## src/acs_defines.svh

```systemverilog
// Register indices, field positions, reset values and link constants of the sequencer
// How it works
// - mode read returns alarm, error, selector
// - selector 00 manual 01 inline 10 auto 11 custom
// - input selector bits 2:0, reset zero
// - input selector bits 7:3 read zero
// - input selector write aborts running sequence, forces manual
// - start bit one starts auto/custom scan
// - start ignored in manual or inline mode
// - start bit zero does nothing
// - abort bit one stops auto/custom scan
// - abort ignored in manual or inline mode
// - inline enabled: first five input bits pick channel
// - inline enable resets zero, disables inline
// - inline selection needs no register write
// - inline register bits 7:1 read zero
// - mask bit n includes input n, reset zero
// - alarm mirrors pin, error flags bad configuration
// - auto scan ends once, or loops when repeating
`ifndef ACS_DEFINES_SVH
`define ACS_DEFINES_SVH
// Register indices; the byte address is four times the index
`define ACS_IDX_MODE      10'h01c
`define ACS_IDX_CHAN      10'h01d
`define ACS_IDX_START     10'h01e
`define ACS_IDX_ABORT     10'h01f
`define ACS_IDX_INLINE    10'h02a
`define ACS_IDX_MASK      10'h080
`define ACS_IDX_REPEAT    10'h082
`define ACS_IDX_IRQ_STS   10'h0c0
`define ACS_IDX_IRQ_MASK  10'h0c1
// Field positions
`define ACS_MODE_ALARM_BIT 3
`define ACS_MODE_ERR_BIT   2
`define ACS_TRIG_BIT       0
`define ACS_EV_DONE        0
`define ACS_EV_ABORT       1
`define ACS_EV_INLINE      2
// Reset values
`define ACS_MODE_RST       2'h0
`define ACS_CHAN_RST       3'h0
`define ACS_MASK_RST       8'h00
// Inline frame length in bits
`define ACS_INLINE_BITS    3'h5
`endif

```

## src/acs_pkg.sv

```systemverilog
// Types shared by the channel sequencer register bank
package acs_pkg;
  typedef enum logic [1:0] {
    acs_mode_manual = 2'b00,
    acs_mode_inline = 2'b01,
    acs_mode_auto   = 2'b10,
    acs_mode_custom = 2'b11
  } acs_mode_t;
  typedef enum logic [1:0] {
    acs_idle = 2'b01,
    acs_run  = 2'b10
  } acs_scan_t;
endpackage

```

## src/acs_regs.sv

```systemverilog
// Channel sequencer register bank with APB slave, link sampler and scan engine
`include "acs_defines.svh"
`timescale 1ns/1ps
`default_nettype none
module acs_regs (
  // Clock and reset
  input  wire logic        pclk,
  input  wire logic        presetn,
  // APB slave
  input  wire logic        psel,
  input  wire logic        penable,
  input  wire logic        pwrite,
  input  wire logic [11:0] paddr,
  input  wire logic [31:0] pwdata,
  output logic      [31:0] prdata,
  output logic             pready,
  output logic             pslverr,
  // Serial link pins, asynchronous to pclk
  input  wire logic        link_sclk,
  input  wire logic        link_sdi,
  input  wire logic        link_cs_n,
  // Alarm pin level
  input  wire logic        alarm_pin,
  // Multiplexer control and interrupt
  output logic      [2:0]  active_channel,
  output logic             scan_running,
  output logic             irq
);

  // Lowest enabled channel
  function automatic logic [3:0] acs_first_en(input logic [7:0] m);
    logic [3:0] r;
    r = 4'h0;
    for (int i = 7; i >= 0; i--) begin
      if (m[i]) r = {1'b1, 3'(i)};
    end
    return r;
  endfunction

  // Lowest enabled channel above cur
  function automatic logic [3:0] acs_next_en(input logic [7:0] m, input logic [2:0] cur);
    logic [3:0] r;
    r = 4'h0;
    for (int i = 7; i >= 0; i--) begin
      if (m[i] && (3'(i) > cur)) r = {1'b1, 3'(i)};
    end
    return r;
  endfunction

  acs_pkg::acs_mode_t mode;
  acs_pkg::acs_scan_t state;
  logic [7:0] scan_mask;
  logic       scan_repeat;
  logic       inline_en;
  logic [2:0] irq_sts;
  logic [2:0] irq_mask;
  logic [2:0] sclk_q;
  logic [1:0] sdi_q;
  logic [2:0] cs_q;
  logic [2:0] bit_cnt;
  logic [4:0] inline_code;
  logic [1:0] alarm_q;

  // Bus decode
  wire [9:0] idx      = paddr[11:2];
  wire sel_mode       = (idx == `ACS_IDX_MODE);
  wire sel_chan       = (idx == `ACS_IDX_CHAN);
  wire sel_start      = (idx == `ACS_IDX_START);
  wire sel_abort      = (idx == `ACS_IDX_ABORT);
  wire sel_inline     = (idx == `ACS_IDX_INLINE);
  wire sel_mask       = (idx == `ACS_IDX_MASK);
  wire sel_repeat     = (idx == `ACS_IDX_REPEAT);
  wire sel_ists       = (idx == `ACS_IDX_IRQ_STS);
  wire sel_imask      = (idx == `ACS_IDX_IRQ_MASK);
  wire mapped         = sel_mode | sel_chan | sel_start | sel_abort | sel_inline |
                        sel_mask | sel_repeat | sel_ists | sel_imask;
  wire access_wait    = psel & penable & ~pready;
  wire bus_wr         = psel & penable & pready & pwrite;
  wire wr_mode        = bus_wr & sel_mode;
  wire wr_chan        = bus_wr & sel_chan;
  wire wr_start       = bus_wr & sel_start;
  wire wr_abort       = bus_wr & sel_abort;

  // Status flags
  wire alarm_level    = alarm_q[1];
  wire running        = (state == acs_pkg::acs_run);
  wire seq_mode       = mode[1];
  wire cfg_error      = ((mode == acs_pkg::acs_mode_auto) && (scan_mask == 8'h00)) ||
                        ((mode == acs_pkg::acs_mode_inline) && !inline_en);

  // Read mux; reserved bits and trigger registers read zero
  wire [31:0] rd_data =
      sel_mode   ? {28'h0, alarm_level, cfg_error, mode} :
      sel_chan   ? {29'h0, active_channel} :
      sel_inline ? {31'h0, inline_en} :
      sel_mask   ? {24'h0, scan_mask} :
      sel_repeat ? {31'h0, scan_repeat} :
      sel_ists   ? {29'h0, irq_sts} :
      sel_imask  ? {29'h0, irq_mask} :
      32'h0;

  // Link sampling: pins pass two flops before any edge detection
  // The third flop only remembers the last level for the edge detect
  wire sclk_rise      = sclk_q[1] & ~sclk_q[2];
  wire frame_on       = ~cs_q[1];
  wire frame_end      = cs_q[1] & ~cs_q[2];
  wire inline_take    = frame_end & inline_en & (bit_cnt == `ACS_INLINE_BITS) &
                        ~running;

  // Scan engine controls
  // Stops beat a start in the same cycle, so an abort is never lost
  // Leaving a sequencing mode by a selector write counts as an abort
  wire start_go       = wr_start & pwdata[`ACS_TRIG_BIT] & seq_mode;
  wire abort_go       = wr_abort & pwdata[`ACS_TRIG_BIT] & seq_mode;
  wire chan_kill      = wr_chan & running;
  wire mode_kill      = wr_mode & running & ~pwdata[1];
  wire step           = frame_end & running & (mode == acs_pkg::acs_mode_auto);
  wire [3:0] first_ch = acs_first_en(scan_mask);
  wire [3:0] next_ch  = acs_next_en(scan_mask, active_channel);
  wire scan_end       = step & ~next_ch[3] & (~scan_repeat | ~first_ch[3]);
  wire stop_any       = chan_kill | mode_kill | (abort_go & running);
  wire [2:0] events   = {inline_take, stop_any, scan_end & ~stop_any & ~start_go};

  acs_pkg::acs_scan_t next_state;
  assign next_state = stop_any ? acs_pkg::acs_idle :
                      start_go ? acs_pkg::acs_run :
                      scan_end ? acs_pkg::acs_idle : state;

  logic [2:0] next_channel;
  assign next_channel =
      wr_chan                              ? pwdata[2:0] :
      (start_go & ~mode[0] & first_ch[3])  ? first_ch[2:0] :
      (step & next_ch[3])                  ? next_ch[2:0] :
      (step & scan_repeat & first_ch[3])   ? first_ch[2:0] :
      inline_take                          ? inline_code[2:0] : active_channel;

  wire [2:0] next_irq_sts = (irq_sts & ~(bus_wr & sel_ists ? pwdata[2:0] : 3'h0)) | events;

  // APB answer: one wait cycle, data and error registered with ready
  always_ff @(posedge pclk or negedge presetn) begin
    if (!presetn) begin
      pready  <= 1'b0;
      prdata  <= 32'h0;
      pslverr <= 1'b0;
    end else begin
      pready  <= access_wait;
      prdata  <= (access_wait & ~pwrite) ? rd_data : 32'h0;
      pslverr <= access_wait & ~mapped;
    end
  end

  // Configuration registers; channel write in a running scan forces manual
  always_ff @(posedge pclk or negedge presetn) begin
    if (!presetn) begin
      mode        <= acs_pkg::acs_mode_t'(`ACS_MODE_RST);
      scan_mask   <= `ACS_MASK_RST;
      scan_repeat <= 1'b0;
      inline_en   <= 1'b0;
      irq_mask    <= 3'h0;
    end else begin
      if (chan_kill) mode <= acs_pkg::acs_mode_manual;
      else if (wr_mode) mode <= acs_pkg::acs_mode_t'(pwdata[1:0]);
      if (bus_wr & sel_mask) scan_mask <= pwdata[7:0];
      if (bus_wr & sel_repeat) scan_repeat <= pwdata[0];
      if (bus_wr & sel_inline) inline_en <= pwdata[0];
      if (bus_wr & sel_imask) irq_mask <= pwdata[2:0];
    end
  end

  // Scan state, channel and interrupt; a new event beats a clearing write
  always_ff @(posedge pclk or negedge presetn) begin
    if (!presetn) begin
      state          <= acs_pkg::acs_idle;
      scan_running   <= 1'b0;
      active_channel <= `ACS_CHAN_RST;
      irq_sts        <= 3'h0;
      irq            <= 1'b0;
    end else begin
      state          <= next_state;
      scan_running   <= (next_state == acs_pkg::acs_run);
      active_channel <= next_channel;
      irq_sts        <= next_irq_sts;
      irq            <= |(next_irq_sts & irq_mask);
    end
  end

  // Synchronisers for the asynchronous pins
  always_ff @(posedge pclk or negedge presetn) begin
    if (!presetn) begin
      sclk_q  <= 3'h0;
      sdi_q   <= 2'h0;
      cs_q    <= 3'h7;
      alarm_q <= 2'h0;
    end else begin
      sclk_q  <= {sclk_q[1:0], link_sclk};
      sdi_q   <= {sdi_q[0], link_sdi};
      cs_q    <= {cs_q[1:0], link_cs_n};
      alarm_q <= {alarm_q[0], alarm_pin};
    end
  end

  // First five data bits of each frame, first bit most significant
  // Count saturates at five: long frames keep the first code
  // Limitation: sclk phases shorter than one pclk cycle can be missed
  always_ff @(posedge pclk or negedge presetn) begin
    if (!presetn) begin
      bit_cnt     <= 3'h0;
      inline_code <= 5'h00;
    end else if (!frame_on) begin
      bit_cnt <= 3'h0;
    end else if (sclk_rise && bit_cnt != `ACS_INLINE_BITS) begin
      bit_cnt     <= bit_cnt + 3'h1;
      inline_code <= {inline_code[3:0], sdi_q[1]};
    end
  end

  // Transfer completions as the master sees them
  wire rd_done   = psel & penable & pready & ~pwrite;
  wire xfer_done = psel & penable & pready;
  wire mask_wr   = bus_wr & sel_mask;
endmodule
`default_nettype wire

```

## config.mk

```make
export PLATFORM = sky130hd
export DESIGN_NAME = acs_regs
export DESIGN_NICKNAME = d
export VERILOG_FILES = /design/src/acs_pkg.sv /design/src/acs_regs.sv
export VERILOG_INCLUDE_DIRS = /design/src /design/src/src
export SDC_FILE = /design/constraint.sdc
export NUM_CORES = 1
export LEC_CHECK = 0
export BUFFER_PORTS_ARGS = -buffer_cell sky130_fd_sc_hd__buf_2
export CORE_ASPECT_RATIO = 1.25
export CORE_MARGIN = 2
export CORE_UTILIZATION = 35
export DETAILED_ROUTE_END_ITERATION = 7
export HOLD_SLACK_MARGIN = 0.1
export PLACE_DENSITY_LB_ADDON = 0.2
export SLEW_MARGIN = 0
export SYNTH_ARGS = -nofsm -noshare
export SYNTH_HDL_FRONTEND = slang
export SYNTH_SLANG_ARGS = --single-unit
```

## constraint.sdc

```tcl
create_clock -name pclk -period 6.1 [get_ports pclk]
set_input_delay 0.61 -clock pclk [delete_from_list [all_inputs] [get_ports pclk]]
set_output_delay 0.61 -clock pclk [all_outputs]
set_load 0.05 [all_outputs]
```

Yosys cells after proc, flatten, opt, wreduce, memory -nomap -nowiden

Cells that the tools add are included.
W data, S select, Z words.

$add $sub $neg: 1
$lt $le $gt $ge: 8
Equality and inequality tests: 15
Multiplexer cells: 37
Bitwise logic cells: 68
Reduce and logical (&&, ||, !) cells: 19

Operators with widths:

| kind                  | number |
|---|---|
| $mux W4               | 16 |
| $eq A10 B5 Y1 const B | 4 |
| $eq A10 B8 Y1 const B | 4 |
| $mux W8               | 5 |
| $and A1 B1 Y1         | 39 |
| $mux W3               | 11 |
| $not A1 Y1            | 14 |
| $gt A3 B3 Y1 const A  | 4 |
| $logic_and A1 B1 Y1   | 11 |
| $or A1 B1 Y1          | 11 |
| $eq A10 B6 Y1 const B | 1 |
| $mux W2               | 5 |
| $logic_not A8 Y1      | 1 |
| $and A3 B3 Y3         | 2 |
| $eq A2 B2 Y1 const B  | 3 |
| $gt A1 B3 Y1 const A  | 2 |
| $gt A2 B3 Y1 const A  | 2 |
| $reduce_bool A5 Y1    | 1 |
| $reduce_bool A2 Y1    | 2 |
| $add A3 B1 Y3 const B | 1 |
| $eq A3 B3 Y1 const B  | 1 |
| $ne A3 B3 Y1 const B  | 1 |
| $not A3 Y3            | 1 |
| $or A3 B3 Y3          | 1 |
| other kinds (5)       | 5 |

Flip-flop bits (word level): 51
Input bits: 53
Output and inout bits: 39
Word-level logic and storage cells: 167

Depth between registers and ports, before layout

Gate-level depths: netlist of run 1.

Word-level depth: 18
Depth in mapped cells: 8
Gate-level depth less buffers: 7

Worst setup path before layout of run 1

OpenSTA, ideal clock, no wires.

Path kind: input to register
Start: in paddr[5]
End: reg scan_mask[1]
Arrival time: 2127 ps
Slack: 3845 ps
Cell stages on the path: 6
Path buffers: 1
Path through: or4b_4 nor4_2 nand2b_1 nor2_1 buf_4 mux2_1

Longest elaborated chain between the ends: 2

RTL lines:

| element                        | RTL line        | text |
|---|---|---|
| start, declared                | acs_regs.sv:13  | `input wire logic [11:0] paddr,` |
| $eq A10 B8 Y1 (no source line) | --              |  |
| $and A1 B1 Y1                  | --              |  |
| end signal, assigned           | acs_regs.sv:156 | `` scan_mask <= `ACS_MASK_RST; `` |
| end signal, assigned           | acs_regs.sv:163 | `if (bus_wr & sel_mask) scan_mask <= pwdata[7:0];` |
| end, declared                  | acs_regs.sv:52  | `logic [7:0] scan_mask;` |

No other way between the ends.
A chain may end at the register's enable or synchronous reset.

Worst setup path in the final report of run 1

Start: in paddr[4]
End: reg scan_mask[1]

The elaborated chain is that of the path after synthesis.

==> impl_metrics.py, run 1 <==
metrics = {
    "yosys": {
        "syn_inst": 299,
        "syn_area_per_cell_um2": 9.666,
        "synth_top_area_share_pct": 40.69,
        "ys_types": 67,
        "synth_ff_type": "dfrtp_1",
        "yosysTopAreaCell": "dfrtp_1",
        "synth-seq-area-share_pct": 44.33,
        "synth_area_leaders": "dfrtp_1 (41%), buf_4 (6.5%), dfstp_2 (3.6%)",
        "ys_seq_elements": 51,
        "syn_area_um2": 2890,
        "ys_warn_count": 0,
        "synth_edf_count": 0,
        "async_reset_ff_share_pct": 100.0,
    },
    "drt": {
        "detail-route-antenna-nets": 0,
        "wl_per_cell_um": 14.53,
        "routed_wl_um": 6363,
        "route.vias.total": 2264,
        "initialDrtViolationCount": 142,
        "drc": 0,
        "firstDrtPassIters": 4,
        "via_per_inst": 5.169,
    },
    "floorplanning": {
        "coreArea_um2": 8148,
        "dieArea_um2": 9006,
        "fp.dieH_um": 105.6,
        "start_util_pct": 35.47,
        "ios": 92,
        "rows": 37,
        "die_w_um": 85.28,
    },
    "cts": {
        "cts_buffers": 5,
        "cts_tree": "yes",
        "worstSkewPairLatency_ps": 300,
        "cts_buffer_depth": 2,
        "clock-root-buffer": "clkbuf_8",
        "holdBufCountCts": 0,
        "cts_sinks": 51,
        "post_cts_buffers": 0,
        "h-tree-depth": 2,
        "clkTransAtPathRegs_ps": 90,
        "cts_resized": 0,
    },
    "critical_path": {
        "required_ps": 6290,
        "worstSetupEndpointType": "flop",
        "worstSetupStartpointType": "input pin",
        "criticalPathCategory": "in2reg",
        "path_max_fanout": 11,
        "cp.arrival_ps": 2830,
    },
    "final_layout": {
        "area_growth_pct": 10.35,
        "final_common_cell": "dfrtp_1",
        "n_antenna_cell": 0,
        "nets": 395,
        "final_cell_mix": "dfrtp_1 (47), buf_2 (41), nand2_1 (28)",
        "utilization_pct": 39.14,
        "drive_gt1_share_pct": 19.94,
        "design_area_um2": 3189,
    },
    "grt": {
        "grtUsageTotal_pct": 15.10,
        "grt_pass1_wl_um": 10810,
        "grt_max_degree": 52,
        "grt_antenna_before_repair": 0,
        "overflow": 0,
        "grtUsageMet2_pct": 25.00,
        "grt-busiest-layer": "met2",
        "met1_usage_pct": 19.85,
        "grt_pass1_vias": 2203,
        "met3_usage_pct": 2.271,
    },
    "sta": {
        "worst_slew_margin_rel_pct": 40.16,
        "rsz0062_at_grt": "false",
        "tightest_slew_ps": 894.3,
        "slew_viol_final": 0,
        "hold_viol": 0,
        "fmax_ghz": 0.3784,
        "whs_ps": 354.6,
        "fin_crit_ps": 2643,
        "tns_ps": 0,
        "fin_ws_ps": 3457,
        "finalSetupViolCount": 0,
        "fin_skew_ps": 11.79,
        "post-route-period-util_pct": 43.33,
    },
    "placement": {
        "dpl.hpwl_um": 4793,
        "io_buffers": 41,
        "gp_congestion": 0.8111,
        "post-place-ws_ps": 3166,
        "place_area_um2": 3098,
    },
    "pwr": {
        "power_density_nw_per_um2": 201.6,
        "p_leak_nw": 1.475,
        "ir_worst_vdd_uv": 78.99,
    },
    "min_path": {
        "hp-class": "reg2reg",
    },
    "run_status": {
        "status": "completed",
    },
    "flow_run": {
        "max_cap_violations": 0,
    },
}
final timing paths:
path,startpoint,to,slack (ps),depth (start not counted)
min in group asynchronous,presetn,bit_cnt[1],410,2
worst max-delay path,paddr[4],scan_mask[1],3460,6
worst min register to register,alarm_q[0],alarm_q[1],350,0
worst min-delay path,alarm_q[0],alarm_q[1],350,0
worst max register to register,scan_mask[0],active_channel[0],3860,7
max in group asynchronous,presetn,active_channel[1],5260,2
area by class of cell:
class	instances	area (um^2)
clock buffers	7	86.33
flip-flops and latches	51	1281
multi-input cells	228	1438
inverters	12	45.04
clock inverters	1	5.005
well taps	97	121.4
fillers	854	4959
repair buffers	42	212.7
power by group:
group          leakage (nW)  internal [mW]  switching, mW
Sequential            0.643          0.350        0.00813
Combinational         0.784         0.0234         0.0635
Clock                0.0482         0.0917          0.106
layer usage:
layer / part of all wire, % / wire, um / up-vias
met5: 0 / 0 / -
met4: 1.7 / 109 / 0
met3: 3.4 / 218 / 8
met2: 49 / 3128 / 52
met1: 46 / 2907 / 1098
li1: - / - / 1106
cells by family after synthesis:
family	count (synthesis)	share of synthesized area, %
flip-flops	51	44.33
AND/OR/NAND/NOR	121	24.03
multiplexers	15	5.758
other	1	0.1297
buffers and inverters	43	8.917
XOR/XNOR	2	0.6062
AO/OA/AOI/OAI	64	15.37
adder cells (fa/ha/maj)	2	0.8657
cells in the mapped netlist (4+ instances only):
master / number
nor3_1: 5
nor2_1: 26
nand2_1: 28
nand4_1: 5
o21ai_0: 7
dfrtp_1: 47
nor3b_1: 4
inv_1: 12
and2_1: 5
nand3_1: 9
dfstp_2: 4
mux2_2: 4
o21ai_1: 10
mux2_1: 9
or3_1: 4
buf_4: 25
nand2b_1: 5
nor2b_1: 7
a21oi_1: 13
o211ai_1: 4
registers in the layout, indices dropped and copies added, names as in the netlist, 3 cells and up:
register,cells
irq_sts,3
sclk_q,3
active_channel,3
cs_q,3
bit_cnt,3
inline_code,3
prdata,8
scan_mask,8
irq_mask,3
critical path, stage by stage:
cell and delay (ps):
buf_2 130, or4b_4 530, nor4_2 250, nand2b_1 210
nor2_1 720, mux2_1 380
through the flow:
| stage | total power [mW] | cells |
|---|---|---|
| after detailed placement | 0.4523 | 430 |
| final | 0.6429 | 438 |
| after CTS | 0.6524 | 438 |
| after floorplan | 0.4360 | 322 |
| after global routing | 0.6778 | 438 |
| after global placement | 0.4510 | 430 |
(Power assumes the default switching activity.)
==> run 2: changes to the inputs <==
==> constraint.sdc (replaced) <==
create_clock -name pclk -period 2.5 [get_ports pclk]
set_input_delay 0.25 -clock pclk [delete_from_list [all_inputs] [get_ports pclk]]
set_output_delay 0.25 -clock pclk [all_outputs]
set_load 0.05 [all_outputs]
==> impl_metrics.py, run 2 (synthesized netlist as in run 1, its figures left out) <==
metrics = {
    "run_status": {
        "status": "completed",
    },
    "grt": {
        "grt_pass1_vias": 2232,
        "overflow": 0,
        "grt_pass1_wl_um": 10940,
        "grt_max_degree": 52,
        "grtUsageTotal_pct": 15.15,
        "grt_antenna_before_repair": 0,
    },
    "critical_path": {
        "worstSetupStartpointType": "flop",
        "criticalPathCategory": "reg2reg",
        "crit_chain": "nor2b_1 -> a2111oi_2 -> o31a_1 -> a211oi_1 -> a31o_1 -> a211oi_1 -> a221o_1",
        "worstSetupEndpointType": "flop",
        "cp.arrival_ps": 2360,
        "slowest_delay_ps": 510,
        "slowest_stage": "dfrtp_1",
        "path_max_fanout": 10,
        "required_ps": 2740,
        "worst_path_most_repeated_cell": "a211oi_1",
        "critPathBufInv": 0,
        "crit_family": "compound AO/OA/AOI/OAI gates",
    },
    "placement": {
        "post-place-ws_ps": 215.5,
        "io_buffers": 41,
        "dp.cells": 435,
        "place_area_um2": 3136,
        "dpl.hpwl_um": 4981,
        "gp_congestion": 0.7944,
    },
    "pwr": {
        "seq_power_share_pct": 52.3,
        "ir_worst_vdd_uv": 260.1,
        "p_sw_share_pct": 27.05,
        "p_int_mw": 1.217,
        "pwr-share-comb_pct": 13.2,
        "p_leak_nw": 1.523,
        "p_clk_share_pct": 34.5,
        "p_sw_mw": 0.4511,
        "power_density_nw_per_um2": 506.1,
    },
    "cts": {
        "cts_tree": "yes",
        "post_cts_buffers": 0,
        "holdBufCountCts": 5,
        "clkTransAtPathRegs_ps": 100,
        "cts_buffers": 5,
        "cts_sinks": 51,
        "cts_buffer_depth": 2,
        "cts_resized": 0,
        "worstSkewPairLatency_ps": 300,
        "clock-root-buffer": "clkbuf_8",
        "h-tree-depth": 2,
    },
    "floorplanning": {
        "rows": 37,
        "die_w_um": 85.28,
        "coreArea_um2": 8148,
        "ios": 92,
        "dieArea_um2": 9006,
        "start_util_pct": 35.47,
        "fp.dieH_um": 105.6,
    },
    "sta": {
        "fin_ws_ps": 380.6,
        "tightest_slew_ps": 651.1,
        "hold_viol": 0,
        "post-route-period-util_pct": 84.77,
        "worst_slew_margin_rel_pct": 56.59,
        "rsz0062_at_grt": "false",
        "tns_ps": 0,
        "fin_skew_ps": 8.279,
        "finalSetupViolCount": 0,
        "fmax_ghz": 0.4718,
        "slew_viol_final": 0,
        "fin_crit_ps": 2119,
    },
    "final_layout": {
        "reg.largest.list": "prdata x8, scan_mask x8",
        "design_area_um2": 3296,
        "area_growth_pct": 14.03,
        "drive_gt1_share_pct": 20.80,
        "nets": 405,
        "final-instance-count-excl-fill": 448,
        "n_antenna_cell": 0,
        "final_cell_mix": "dfrtp_1 (47), buf_2 (41), nand2_1 (28)",
        "final_common_cell": "dfrtp_1",
    },
    "drt": {
        "initialDrtViolationCount": 152,
        "wl_per_cell_um": 14.68,
        "route.vias.total": 2332,
        "detail-route-antenna-nets": 0,
        "via_per_inst": 5.205,
        "routed_wl_um": 6578,
        "firstDrtPassIters": 4,
        "drc": 0,
    },
    "min_path": {
        "hp-class": "in2reg",
    },
    "flow_run": {
        "max_cap_violations": 0,
    },
}
## run 2: changes by cell type in the layout (fill, tap and decap cells not counted), sizes merged
| cell | previous run | this run |
|---|---|---|
| buf | 42 | 47 |
| bufinv | 0 | 1 |
| clkbuf | 7 | 6 |
| clkinv | 1 | 0 |
| clkinvlp | 0 | 1 |
| dlygate4sd3 | 0 | 5 |
## run 2: metrics by stage
stage	hold slack (ps)	utilization [%]	power, mW
finish	145.8	40.45	1.668
global route	141.3	40.45	1.734
CTS	143.3	40.45	1.687
detailed placement	340.4	38.48	1.106
global placement	337.6	38.48	1.102
floorplan	-45.59	-	1.064
## run 2: layer usage
metal,GRT usage [%],wire [um],up-vias
li1,-,-,1126
met1,20.05,2907,1143
met2,25.50,3343,58
met3,2.271,237,5
met4,4.535,90,0
met5,0,0,-
## run 2: cell type report
class,instances,area [um^2]
clock buffer,6,72.57
clock inverter,2,37.54
inverter,12,45.04
timing repair buffer,52,300.3
sequential,51,1281
tap,97,121.4
multi-input combinational,228,1438
fill,831,4852
## run 2: worst reg2reg max path, cell delays in order, from the launching register on
cell	delay (ps)
dfrtp_1	510
nor2b_1	200
a2111oi_2	450
o31a_1	250
a211oi_1	80
a31o_1	190
a211oi_1	240
a221o_1	140
## run 2: final timing paths
kind	endpoint	slack (ps)	start	cells after the start
max	active_channel[0]	380	active_channel[1]	7
min	scan_mask[6]	150	pwdata[6]	3
max reg2reg	active_channel[0]	380	active_channel[1]	7
min reg2reg	sdi_q[1]	360	sdi_q[0]	0
max in group asynchronous	prdata[1]	1470	presetn	3
min in group asynchronous	sclk_q[0]	590	presetn	3
## run 2: power groups by stage
stage / registers (mW) / clock network (mW) / logic [mW]
floorplan: 0.889 / 0 / 0.175
global placement: 0.889 / 0 / 0.213
detailed placement: 0.890 / 0 / 0.216
CTS: 0.874 / 0.591 / 0.222
global route: 0.876 / 0.618 / 0.239
finish: 0.873 / 0.575 / 0.220
